`config.mk`:
```
export PLATFORM = sky130hd
export DESIGN_NAME = ilf_core
export DESIGN_NICKNAME = d
export VERILOG_FILES = /design/src/pkg/ilf_pkg.sv /design/src/core/ilf_core.sv /design/src/core/ilf_fifo.sv
export SDC_FILE = /design/constraint.sdc
export NUM_CORES = 2
export LEC_CHECK = 0
export BUFFER_PORTS_ARGS = -buffer_cell sky130_fd_sc_hd__buf_2
export CAP_MARGIN = 10
export CORE_ASPECT_RATIO = 1.4
export CORE_MARGIN = 4
export CORE_UTILIZATION = 30
export DETAILED_ROUTE_END_ITERATION = 16
export PLACE_DENSITY = 0.45
export SKIP_CTS_REPAIR_TIMING = 1
export SLEW_MARGIN = 20
export SYNTH_ARGS = -nofsm -noshare
export SYNTH_HDL_FRONTEND = slang
export SYNTH_SLANG_ARGS = --single-unit
```
`constraint.sdc`:
```
create_clock -name mclk_in -period 5.6 [get_ports mclk_in]
set_clock_uncertainty 0.2 [all_clocks]
set_input_delay 0.28 -clock mclk_in [delete_from_list [all_inputs] [get_ports mclk_in]]
set_output_delay 0.28 -clock mclk_in [all_outputs]
set_load 0.1 [all_outputs]
```
`src/pkg/ilf_pkg.sv`:
```
// Constants for the local user bus flow control and error block
package ilf_pkg;
    // Register bus
    localparam int ADDR_W = 4;
    localparam int DATA_W = 32;
    localparam logic [3:0] ADDR_CTRL = 4'h0;
    localparam logic [3:0] ADDR_STATUS = 4'h1;
    localparam logic [3:0] ADDR_MASK = 4'h2;
    localparam logic [3:0] ADDR_LEVEL = 4'h3;
    // Status bits
    localparam int NEV = 5;
    localparam int ST_TX_OVF = 0;
    localparam int ST_TX_UDF = 1;
    localparam int ST_BURST = 2;
    localparam int ST_RX_OVF = 3;
    localparam int ST_RX_ERR = 4;
    localparam logic [4:0] MASK_RST = 5'h00;
    // Buffers
    localparam int WORD_W = 32;
    localparam int CHAN_W = 8;
    localparam int DEPTH = 16;
    localparam int PTR_W = 4;
    localparam int LVL_W = 5;
    localparam logic [4:0] THRESH_RST = 5'h0C;
    // Transmit entry: data, sop, eop, bcw, channel
    localparam int TX_E_W = 43;
    localparam int TXB_SOP = 32;
    localparam int TXB_EOP = 33;
    localparam int TXB_BCW = 34;
    localparam int TXB_CH = 35;
    // Receive entry: data, sop, eop, err
    localparam int RX_E_W = 35;
    localparam int RXB_SOP = 32;
    localparam int RXB_EOP = 33;
    localparam int RXB_ERR = 34;
    // Burst and link rate
    localparam logic [3:0] BURST_MAX = 4'h8;
    localparam logic [3:0] BURST_ONE = 4'h1;
    localparam logic [1:0] LINK_DIV = 2'h1;
endpackage
```
`src/core/ilf_core.sv`:
```
// Local user bus flow control, burst checking and error signalling
`timescale 1ns/10ps
`default_nettype none
module ilf_core (
    // Clock and reset
    input wire logic mclk_in,
    input wire logic nrst_in,
    // Register port
    input wire logic [ilf_pkg::ADDR_W-1:0] reg_addr_in,
    input wire logic [ilf_pkg::DATA_W-1:0] reg_wdata_in,
    input wire logic reg_wr_in,
    input wire logic reg_rd_in,
    output logic [ilf_pkg::DATA_W-1:0] reg_rdata_out,
    output logic irq_out,
    // Transmit local user bus
    input wire logic tx_ena_in,
    input wire logic [ilf_pkg::WORD_W-1:0] tx_data_in,
    input wire logic tx_sop_in,
    input wire logic tx_eop_in,
    input wire logic [ilf_pkg::CHAN_W-1:0] tx_chan_in,
    input wire logic tx_bctl_in,
    output logic tx_backpress_out,
    output logic tx_ovf_out,
    output logic tx_underflow_out,
    output logic tx_burst_err_out,
    // Transmit link side
    output logic ln_tx_valid_out,
    output logic [ilf_pkg::WORD_W-1:0] ln_tx_data_out,
    output logic ln_tx_sop_out,
    output logic ln_tx_eop_out,
    output logic ln_tx_bcw_out,
    output logic [ilf_pkg::CHAN_W-1:0] ln_tx_chan_out,
    // Receive link side
    input wire logic ln_rx_valid_in,
    input wire logic [ilf_pkg::WORD_W-1:0] ln_rx_data_in,
    input wire logic ln_rx_sop_in,
    input wire logic ln_rx_eop_in,
    input wire logic ln_rx_err_in,
    // Receive local user bus
    input wire logic rx_rd_in,
    output logic rx_ena_out,
    output logic [ilf_pkg::WORD_W-1:0] rx_data_out,
    output logic rx_sop_out,
    output logic rx_eop_out,
    output logic rx_err_out,
    output logic rx_overflow_out
);
    ////////////////////////////////////////////////////////////////
    // Registers and state
    logic [ilf_pkg::LVL_W-1:0] thresh;
    logic [ilf_pkg::NEV-1:0] status;
    logic [ilf_pkg::NEV-1:0] mask;
    logic [1:0] div_cnt;
    logic link_tick;
    logic [3:0] burst_cnt;
    logic [ilf_pkg::CHAN_W-1:0] last_chan;
    logic tx_busy;
    logic rx_open;
    logic rx_bad;

    ////////////////////////////////////////////////////////////////
    // Transmit buffer
    wire tx_full;
    wire tx_empty;
    wire [ilf_pkg::TX_E_W-1:0] tx_head;
    wire [ilf_pkg::LVL_W-1:0] tx_level;
    wire c_max = burst_cnt == ilf_pkg::BURST_MAX;
    wire c_sop = tx_sop_in;
    wire c_chan = ~tx_sop_in & (tx_chan_in != last_chan);
    wire c_force = tx_bctl_in;
    wire [2:0] n_cause = 3'(c_max) + 3'(c_sop) + 3'(c_chan) + 3'(c_force);
    wire tx_bcw = n_cause != 3'h0;
    wire tx_multi = tx_ena_in & (n_cause > 3'h1);
    wire tx_overrun = tx_ena_in & tx_full;
    wire tx_pop = link_tick & ~tx_empty;
    wire tx_starve = link_tick & tx_empty & tx_busy;
    wire [ilf_pkg::TX_E_W-1:0] tx_word =
        {tx_chan_in, tx_bcw, tx_eop_in, tx_sop_in, tx_data_in};
    wire next_backpress = tx_level >= thresh;
    wire [3:0] next_burst_cnt = tx_bcw ? ilf_pkg::BURST_ONE : burst_cnt + 4'h1;

    ilf_fifo #(.W(ilf_pkg::TX_E_W)) u_tx_buf (
        .mclk_in(mclk_in),
        .nrst_in(nrst_in),
        .push_in(tx_ena_in),
        .din_in(tx_word),
        .full_out(tx_full),
        .pop_in(tx_pop),
        .dout_out(tx_head),
        .empty_out(tx_empty),
        .level_out(tx_level)
    );

    ////////////////////////////////////////////////////////////////
    // Receive buffer and packet repair
    wire rx_full;
    wire rx_empty;
    wire [ilf_pkg::RX_E_W-1:0] rx_head;
    wire [ilf_pkg::LVL_W-1:0] rx_level;
    wire rx_push = ln_rx_valid_in & ~rx_full;
    wire rx_lost = ln_rx_valid_in & rx_full;
    wire rx_pop = rx_rd_in & ~rx_empty;
    wire rx_orphan = ~rx_open & ~ln_rx_sop_in;
    wire rx_restart = rx_open & ln_rx_sop_in;
    wire next_rx_bad =
        (rx_open & ~ln_rx_sop_in & rx_bad) | ln_rx_err_in | rx_orphan | rx_restart;
    // Missing end: the second start is swallowed so both packets merge
    wire rx_sop_kept = ln_rx_sop_in & ~rx_open;
    wire [ilf_pkg::RX_E_W-1:0] rx_word =
        {next_rx_bad, ln_rx_eop_in, rx_sop_kept, ln_rx_data_in};
    wire rx_pkt_err = rx_push & ln_rx_eop_in & next_rx_bad;

    ilf_fifo #(.W(ilf_pkg::RX_E_W)) u_rx_buf (
        .mclk_in(mclk_in),
        .nrst_in(nrst_in),
        .push_in(rx_push),
        .din_in(rx_word),
        .full_out(rx_full),
        .pop_in(rx_pop),
        .dout_out(rx_head),
        .empty_out(rx_empty),
        .level_out(rx_level)
    );

    ////////////////////////////////////////////////////////////////
    // Register decode
    wire wr_ctrl = reg_wr_in & (reg_addr_in == ilf_pkg::ADDR_CTRL);
    wire wr_mask = reg_wr_in & (reg_addr_in == ilf_pkg::ADDR_MASK);
    wire rd_status = reg_rd_in & (reg_addr_in == ilf_pkg::ADDR_STATUS);
    wire [ilf_pkg::NEV-1:0] events;
    wire [ilf_pkg::NEV-1:0] next_status;
    logic [ilf_pkg::DATA_W-1:0] rd_mux;

    assign events[ilf_pkg::ST_TX_OVF] = tx_overrun;
    assign events[ilf_pkg::ST_TX_UDF] = tx_starve;
    assign events[ilf_pkg::ST_BURST] = tx_multi;
    assign events[ilf_pkg::ST_RX_OVF] = rx_lost;
    assign events[ilf_pkg::ST_RX_ERR] = rx_pkt_err;

    // Set beats the read-clear so no event is lost
    genvar gi;
    generate
        for (gi = 0; gi < ilf_pkg::NEV; gi++)
        begin : g_st
            assign next_status[gi] = events[gi] | (status[gi] & ~rd_status);
        end
    endgenerate

    always_comb
    begin
        if (reg_addr_in == ilf_pkg::ADDR_CTRL)
            rd_mux = ilf_pkg::DATA_W'(thresh);
        else if (reg_addr_in == ilf_pkg::ADDR_STATUS)
            rd_mux = ilf_pkg::DATA_W'(status);
        else if (reg_addr_in == ilf_pkg::ADDR_MASK)
            rd_mux = ilf_pkg::DATA_W'(mask);
        else if (reg_addr_in == ilf_pkg::ADDR_LEVEL)
            rd_mux = {11'h000, rx_level, 11'h000, tx_level};
        else
            rd_mux = '0;
    end

    ////////////////////////////////////////////////////////////////
    // Register file and interrupt
    always_ff @(posedge mclk_in or negedge nrst_in)
    begin
        if (!nrst_in)
        begin
            thresh <= ilf_pkg::THRESH_RST;
            mask <= ilf_pkg::MASK_RST;
            status <= '0;
            reg_rdata_out <= '0;
            irq_out <= 1'b0;
        end
        else
        begin
            if (wr_ctrl)
                thresh <= reg_wdata_in[ilf_pkg::LVL_W-1:0];
            if (wr_mask)
                mask <= reg_wdata_in[ilf_pkg::NEV-1:0];
            status <= next_status;
            reg_rdata_out <= reg_rd_in ? rd_mux : '0;
            irq_out <= |(next_status & mask);
        end
    end

    ////////////////////////////////////////////////////////////////
    // Transmit flow control and burst tracking
    always_ff @(posedge mclk_in or negedge nrst_in)
    begin
        if (!nrst_in)
        begin
            tx_backpress_out <= 1'b0;
            tx_ovf_out <= 1'b0;
            tx_underflow_out <= 1'b0;
            tx_burst_err_out <= 1'b0;
            burst_cnt <= '0;
            last_chan <= '0;
        end
        else
        begin
            tx_backpress_out <= next_backpress;
            // Only a reset clears it: data already lost
            if (tx_overrun)
                tx_ovf_out <= 1'b1;
            tx_underflow_out <= tx_starve;
            tx_burst_err_out <= tx_multi;
            if (tx_ena_in)
            begin
                burst_cnt <= next_burst_cnt;
                last_chan <= tx_chan_in;
            end
        end
    end

    ////////////////////////////////////////////////////////////////
    // Link drain at the slower link rate
    always_ff @(posedge mclk_in or negedge nrst_in)
    begin
        if (!nrst_in)
        begin
            div_cnt <= '0;
            link_tick <= 1'b0;
            tx_busy <= 1'b0;
            ln_tx_valid_out <= 1'b0;
            ln_tx_data_out <= '0;
            ln_tx_sop_out <= 1'b0;
            ln_tx_eop_out <= 1'b0;
            ln_tx_bcw_out <= 1'b0;
            ln_tx_chan_out <= '0;
        end
        else
        begin
            div_cnt <= (div_cnt == ilf_pkg::LINK_DIV) ? 2'h0 : div_cnt + 2'h1;
            link_tick <= div_cnt == ilf_pkg::LINK_DIV;
            ln_tx_valid_out <= tx_pop;
            if (tx_pop)
            begin
                ln_tx_data_out <= tx_head[ilf_pkg::WORD_W-1:0];
                ln_tx_sop_out <= tx_head[ilf_pkg::TXB_SOP];
                ln_tx_eop_out <= tx_head[ilf_pkg::TXB_EOP];
                ln_tx_bcw_out <= tx_head[ilf_pkg::TXB_BCW];
                ln_tx_chan_out <= tx_head[ilf_pkg::TX_E_W-1:ilf_pkg::TXB_CH];
                // Burst open from a start until its end leaves
                if (tx_head[ilf_pkg::TXB_EOP])
                    tx_busy <= 1'b0;
                else if (tx_head[ilf_pkg::TXB_SOP])
                    tx_busy <= 1'b1;
            end
        end
    end

    ////////////////////////////////////////////////////////////////
    // Receive packet tracking and delivery
    always_ff @(posedge mclk_in or negedge nrst_in)
    begin
        if (!nrst_in)
        begin
            rx_open <= 1'b0;
            rx_bad <= 1'b0;
            rx_overflow_out <= 1'b0;
            rx_ena_out <= 1'b0;
            rx_data_out <= '0;
            rx_sop_out <= 1'b0;
            rx_eop_out <= 1'b0;
            rx_err_out <= 1'b0;
        end
        else
        begin
            rx_overflow_out <= rx_lost;
            if (rx_push)
            begin
                rx_open <= ~ln_rx_eop_in;
                rx_bad <= next_rx_bad & ~ln_rx_eop_in;
            end
            rx_ena_out <= rx_pop;
            if (rx_pop)
            begin
                rx_data_out <= rx_head[ilf_pkg::WORD_W-1:0];
                rx_sop_out <= rx_head[ilf_pkg::RXB_SOP];
                rx_eop_out <= rx_head[ilf_pkg::RXB_EOP];
                rx_err_out <= rx_head[ilf_pkg::RXB_ERR];
            end
        end
    end
endmodule
`default_nettype wire

```
`src/core/ilf_fifo.sv`:
```
// Synchronous word buffer with fill level
`timescale 1ns/10ps
`default_nettype none
module ilf_fifo #(
    parameter int W = 32
) (
    // Clock and reset
    input wire logic mclk_in,
    input wire logic nrst_in,
    // Fill side
    input wire logic push_in,
    input wire logic [W-1:0] din_in,
    output logic full_out,
    // Drain side
    input wire logic pop_in,
    output logic [W-1:0] dout_out,
    output logic empty_out,
    output logic [ilf_pkg::LVL_W-1:0] level_out
);
    logic [W-1:0] mem [ilf_pkg::DEPTH];
    logic [ilf_pkg::PTR_W-1:0] wptr;
    logic [ilf_pkg::PTR_W-1:0] rptr;
    logic [ilf_pkg::LVL_W-1:0] cnt;
    wire do_push = push_in & ~full_out;
    wire do_pop = pop_in & ~empty_out;

    assign full_out = cnt == ilf_pkg::LVL_W'(ilf_pkg::DEPTH);
    assign empty_out = cnt == '0;
    assign dout_out = mem[rptr];
    assign level_out = cnt;

    ////////////////////////////////////////////////////////////////
    // No reset on storage: contents are don't-care while empty
    always_ff @(posedge mclk_in)
    begin
        if (do_push)
            mem[wptr] <= din_in;
    end

    always_ff @(posedge mclk_in or negedge nrst_in)
    begin
        if (!nrst_in)
        begin
            wptr <= '0;
            rptr <= '0;
            cnt <= '0;
        end
        else
        begin
            if (do_push)
                wptr <= wptr + 1'b1;
            if (do_pop)
                rptr <= rptr + 1'b1;
            if (do_push && !do_pop)
                cnt <= cnt + 1'b1;
            else if (do_pop && !do_push)
                cnt <= cnt - 1'b1;
        end
    end
endmodule
`default_nettype wire

```
======== Word-level counts from Yosys, hierarchy flattened ========
Memories as Yosys holds them, arrays and structs flattened. A register that Yosys moved wholly into a read port is not among the register bits.
Index checks and enable logic that the tools add are counted.
operators by class
  magnitude comparators ................... 2
  equality and inequality tests ........... 8
  $add $sub $neg .......................... 13
  bitwise gates (word level) .............. 47
  reduce and logical (&&, ||, !) cells .... 18
  multiplexer cells ....................... 17
operator list
  cell                 number
  $mux 32              3
  $mux 21              2
  $and 1x1->1          29
  $add 4x1->4 const B  5
  $mux 5               4
  $add 5x1->5 const B  2
  $eq 5x5->1 const B   2
  $logic_not 5->1      2
  $sub 5x1->5 const B  2
  $not 1->1            9
  $eq 4x2->1 const B   2
  $ne 8x8->1           1
  $or 1x1->1           8
  $mux 1               6
  $reduce_bool 2->1    3
  $and 5x5->5          1
  $ge 5x5->1           1
  $logic_not 1->1      5
  $reduce_or 5->1      1
  $eq 4x1->1 const B   1
  $eq 4x4->1 const B   1
  $logic_and 1x1->1    4
  $logic_not 4->1      1
  $mux 4               1
  other kinds (9)      9
word-level totals
  RAM bits ................................ 1248
  word-level logic and storage cells ...... 137
  register bits after elaboration ......... 142
  memories kept ........................... 2
  bits of input ports ..................... 121
  output and inout port bits .............. 118
memory list
  memory        words  bits a word  read ports  clocked after memory_dff  wr ports  line            RTL
  u_tx_buf.mem  16     43           1           0                         1         ilf_fifo.sv:20  logic [W-1:0] mem [ilf_pkg::DEPTH];
  u_rx_buf.mem  16     35           1           1                         1         ilf_fifo.sv:20

======== Depth between registers and ports, before layout ========
  depth in word-level cells ............... 10
  gate-level depth with buffers ........... 13
  gate-level depth less buffers ........... 13

======== Cells and area by module ========
Synthesis repeated with hierarchy kept, for this count alone.
unflattened totals
  cell total of the unflattened synthesis .. 2816
  area, all modules ....................... 54745.0 µm²
by module, submodules not included
  module                instances  area an instance (µm²)  cells each
  ilf_fifo at u_tx_buf  1          27118.5                 1326
  ilf_fifo at u_rx_buf  1          22183.8                 1096
  ilf_core              1          5442.7                  394

======== Worst setup path before layout ========
Ideal clock, no wire load.
  path type ............................... reg-to-reg
  start point ............................. register u_tx_buf.cnt (netlist bit u_tx_buf.level_out[0])
  end point ............................... memory u_tx_buf.mem[3][0] (netlist name) (enable)
  period minus slack after synthesis ...... 4.879 ns
  setup slack ............................. 0.721 ns
  setup time .............................. 0.496 ns
  arrival time ............................ 4.182 ns
  stages on the path, launching flop included .. 5
  path through ............................ dfrtp_1 -> nor4_1 -> a21boi_1 -> nand2_1 -> nor3_1
on the way
  longest elaborated chain between the ends .. 5
RTL lines
  item                          line            RTL
  start: declaration            ilf_fifo.sv:23  logic [ilf_pkg::LVL_W-1:0] cnt;
  start signal: assignment      ilf_fifo.sv:55  cnt <= cnt + 1'b1;
  start signal: assignment      ilf_fifo.sv:57  cnt <= cnt - 1'b1;
  $eq 5x5->1                    ilf_fifo.sv:27  assign full_out = cnt == ilf_pkg::LVL_W'(ilf_pkg::DEPTH);
  $not 1->1                     ilf_fifo.sv:24  wire do_push = push_in & ~full_out;
  $and 1x1->1                   ilf_fifo.sv:24
  named net u_tx_buf.do_push    ilf_fifo.sv:24
  $mux 1                        ilf_fifo.sv:36  if (do_push)
  $mux 1 (not written as such)  ilf_fifo.sv:37  mem[wptr] <= din_in;
  end: declaration              ilf_fifo.sv:20
The timed path passes the listed nets, and every way through them passes these cells.

======== Worst setup path in the final report ========
  start point ............................. register last_chan[0] (netlist name)
  end point ............................... register burst_cnt[3]
on the way
  longest elaborated chain between the ends .. 6
RTL lines
  item                      line             RTL
  start: declaration        ilf_core.sv:56   logic [ilf_pkg::CHAN_W-1:0] last_chan;
  start signal: assignment  ilf_core.sv:211  last_chan <= tx_chan_in;
  $ne 8x8->1                ilf_core.sv:69   wire c_chan = ~tx_sop_in & (tx_chan_in != last_chan);
  $and 1x1->1               ilf_core.sv:69
  $add 2x1->3               ilf_core.sv:71   wire [2:0] n_cause = 3'(c_max) + 3'(c_sop) + 3'(c_chan) + 3'(c_force);
  $add 3x1->3               ilf_core.sv:71
  $reduce_bool 3->1         ilf_core.sv:72   wire tx_bcw = n_cause != 3'h0;
  named net tx_bcw          ilf_core.sv:72
  $mux 4                    ilf_core.sv:80   wire [3:0] next_burst_cnt = tx_bcw ? ilf_pkg::BURST_ONE : burst_cnt + 4'h1;
  end signal: assignment    ilf_core.sv:210  burst_cnt <= next_burst_cnt;
  end: declaration          ilf_core.sv:55   logic [3:0] burst_cnt;
The timed path passes the listed nets, and every way through them passes these cells.
A chain may end at the register's enable or synchronous reset.

==> impl_metrics.yaml <==
power:
  power_density_nw_per_um2: 523
  ir_drop_v: 0.000512
  p_leak_nw: 21.7
  design_power_total_mw: 33.3
route:
  drt-vias-per-instance: 4.80
  wl_per_cell_um: 25.6
  vias: 25400
  antenna_left: 0
  first_pass_iters: 6
  drc_errors: 0
  wirelength_mm: 136
  drt_iter0_drc: 1715
timing:
  rsz0062_at_grt: "false"
  setup_violations: 0
  fin_hold_ws_ns: 0.0270
  worst_slew_pin_slew_ns: 1.04
  min_period_ns: 3.59
  slew_violations: 0
  fin_crit_sh_pct: 64.2
  final.setup.tns_ns: 0
  max_slew_margin_pct: 30.4
  hold_viol: 0
  fmax_ghz: 0.278
logic_synthesis:
  synth_mux_area_share_pct: 16.3
  synthTopCellsByArea: "edfxtp_1, mux4_2, dfrtp_1, mux2i_1, a21o_1"
  synth_compound_area_share_pct: 2.78
  yosys_warnings: 0
  synthSimpleGateAreaFrac_pct: 1.34
  syn_avg_cell_area_um2: 21.6
  synth_common_cells: "edfxtp_1, mux4_2, mux2i_1"
  synth_area_leader_cell: "edfxtp_1"
  synthArstFlopShare_pct: 11.0
  synth_fa_ha_area_share_pct: 0.760
  synth_top_family_by_area: "multiplexers"
  synth_seq_area_share_pct: 76.6
  yosysUniqueCellTypes: 54
  synth-main-ff-cell: "edfxtp_1"
  synth_edf_count: 1248
  synth_most_common_cell: "edfxtp_1"
  synth-seq-cells: 1403
  synth-xor-area-share_pct: 0.471
  synth_top_area_share_pct: 69.4
  syn-instance-count: 2496
  synth.cell_area_um2: 54000
worst_setup_path:
  critical-path-max-stage-delay_ns: 0.48
  path_cells: "xnor2_1, nand4_1, o21ai_0, fa_1, inv_1, ha_1, inv_1, ha_1, nor3_1, inv_1, o21ai_0, nand2_1, o21ai_0"
  cp.arrival_ns: 4.09
  crit_buf_inv: 3
  crit_family: "adder cells"
  crit_required_ns: 6.10
  crit_type: "reg -> reg"
  cp_max_fo: 18
  slowest_stage: "fa_1"
  r2r_setup_slack_ns: 2.01
  cp-start-kind: "register"
  critPathCaptureType: "register"
floorplan:
  die_height_um: 510
  boundaryPins: 239
  start_util_pct: 30.3
  die_width_um: 366
  core_um2: 178000
  die_area_um2: 187000
  core.rowCount: 183
min_path:
  min_path_type: "in -> reg"
clock_network:
  cts.clk_slew.worst_paths_ns: 0.06
  clock-sinks: 1403
  cts_tree: "built"
  clockBufferDepth: 3
  cts_max_level: 4
  root_buffer: "clkbuf_16"
  insertion_delay_ns: 0.78
  cts_buffers: 143
placed_design:
  hpwl_mm: 72.8
  io_buffers: 189
  place.gp.congestion: 0.699
finish:
  syn_to_final_growth_pct: 17.9
  drive_gt1_share_pct: 28.4
  num-fill-cells: 16600
  nNetsFinal: 3003
grt:
  grt.overflow.total: 0
  use_met3_pct: 3.41
  grt_pass1_vias: 27400
  track_usage_pct: 14.4
  grt_pass1_wl_mm: 195
  grt.busiest_layer: "met2"
  gr-usage-met2_pct: 26.3
  antenna_found_initial: 10
  grt_max_degree: 87
  grt_util_met1_pct: 17.0
outcome:
  status: "completed"
flow_run:
  drv_cap: 0
==> metrics by stage <==
stage,instance area (um2),setup slack [ns],std cells,utilization (%)
after floorplan,54000,0.721,2517,-
after global placement,57800,1.83,4921,32.5
after detailed placement,57800,1.74,4921,32.5
after CTS,62600,1.96,5188,35.2
after global routing,63600,1.70,5287,35.7
final,63600,2.01,5294,35.7
==> final cells by class <==
| cell class | count | area, um2 | share of cell area [%] |
|---|---|---|---|
| well taps | 2312 | 2890 | 4.55 |
| clock buffers | 190 | 4000 | 6.29 |
| diodes | 9 | 22.5 | 0.0354 |
| clock inverters | 77 | 826 | 1.30 |
| multi-input cells | 935 | 12000 | 18.8 |
| inverters | 25 | 93.8 | 0.147 |
| repair buffers | 343 | 2470 | 3.88 |
| flip-flops and latches | 1403 | 41400 | 65.0 |
==> cells by family (layout without fill, tap and decap cells) <==
| kind of cell | after synthesis | after routing |
|---|---|---|
| compound gates | 219 | 219 |
| mux | 494 | 494 |
| xor+xnor | 29 | 29 |
| fa+ha+maj | 31 | 31 |
| buf+inv | 179 | 635 |
| flops | 1403 | 1403 |
| simple gates | 140 | 140 |
| other cells | 1 | 31 |
==> per-layer routing <==
| metal | part of all wire, % | wire length, um | up-vias |
|---|---|---|---|
| met5 | 0.015 | 21 | - |
| met4 | 2.2 | 3020 | 4 |
| met3 | 4.4 | 5940 | 192 |
| met2 | 53 | 72200 | 547 |
| met1 | 40 | 54500 | 13700 |
| li1 | - | - | 11000 |
==> report_power, final <==
| group | total (mW) | internal [mW] | switching (mW) |
|---|---|---|---|
| Combinational | 9.78 | 3.69 | 6.10 |
| Clock | 9.67 | 5.56 | 4.11 |
| Sequential | 13.8 | 12.8 | 1.04 |
==> tightest hold or removal path, cell delays in order <==
cell and delay, ns:
buf_2 0.12, inv_1 0.08, fa_1 0.23, ha_1 0.16, nor2b_1 0.08
==> registers in the layout, indices dropped and copies added (netlist names), 5 cells and up <==
register and count:
last_chan 8, ln_tx_chan_out 8, ln_tx_data_out 32, mask 5
reg_rdata_out 10, rx_data_out 32, status 5, thresh 5
u_rx_buf.level_out 5, u_rx_buf.mem 560, u_tx_buf.level_out 5, u_tx_buf.mem 688
==> worst paths after layout <==
| kind | startpoint | to | cells past startpoint |
|---|---|---|---|
| setup / recovery | last_chan[0]$_DFFE_PN0P_ | burst_cnt[3]$_DFFE_PN0P_ | 13 |
| hold / removal | tx_bctl_in | tx_burst_err_out$_DFF_PN0_ | 5 |
| setup reg to reg | last_chan[0]$_DFFE_PN0P_ | burst_cnt[3]$_DFFE_PN0P_ | 13 |
| hold reg to reg | div_cnt[0]$_DFF_PN0_ | div_cnt[1]$_DFF_PN0_ | 1 |
| max in group asynchronous | nrst_in | rx_data_out[13]$_DFFE_PN0P_ | 4 |
| min in group asynchronous | nrst_in | ln_tx_data_out[14]$_DFFE_PN0P_ | 3 |
==> cell usage in the layout, fill, tap and decap left out, types with 9 or more instances in the layout <==
cell           Yosys  final
edfxtp_1        1248   1248
mux4_2           305    305
buf_2             51    188
mux2i_1          169    169
dfrtp_1          153    147
clkbuf_16          0    147
dlygate4sd3_1      0     97
a21o_1            87     87
o22ai_1           77     77
buf_4             33     48
nand2_1           34     34
ha_1              28     28
clkinv_2           0     28
clkbuf_1          36     27
xnor2_1           24     24
inv_1             23     23
conb_1             1     22
clkinv_1           0     21
mux2_2            20     20
o21ai_0           19     19
nor2_1            31     19
clkbuf_8           0     16
nor2_4             0     12
nand3_1           10     10
a21oi_1           10     10
bufinv_16          0     10
diode_2            0      9
buf_12             0      9
Note: power is estimated with default switching activity, not from simulation.
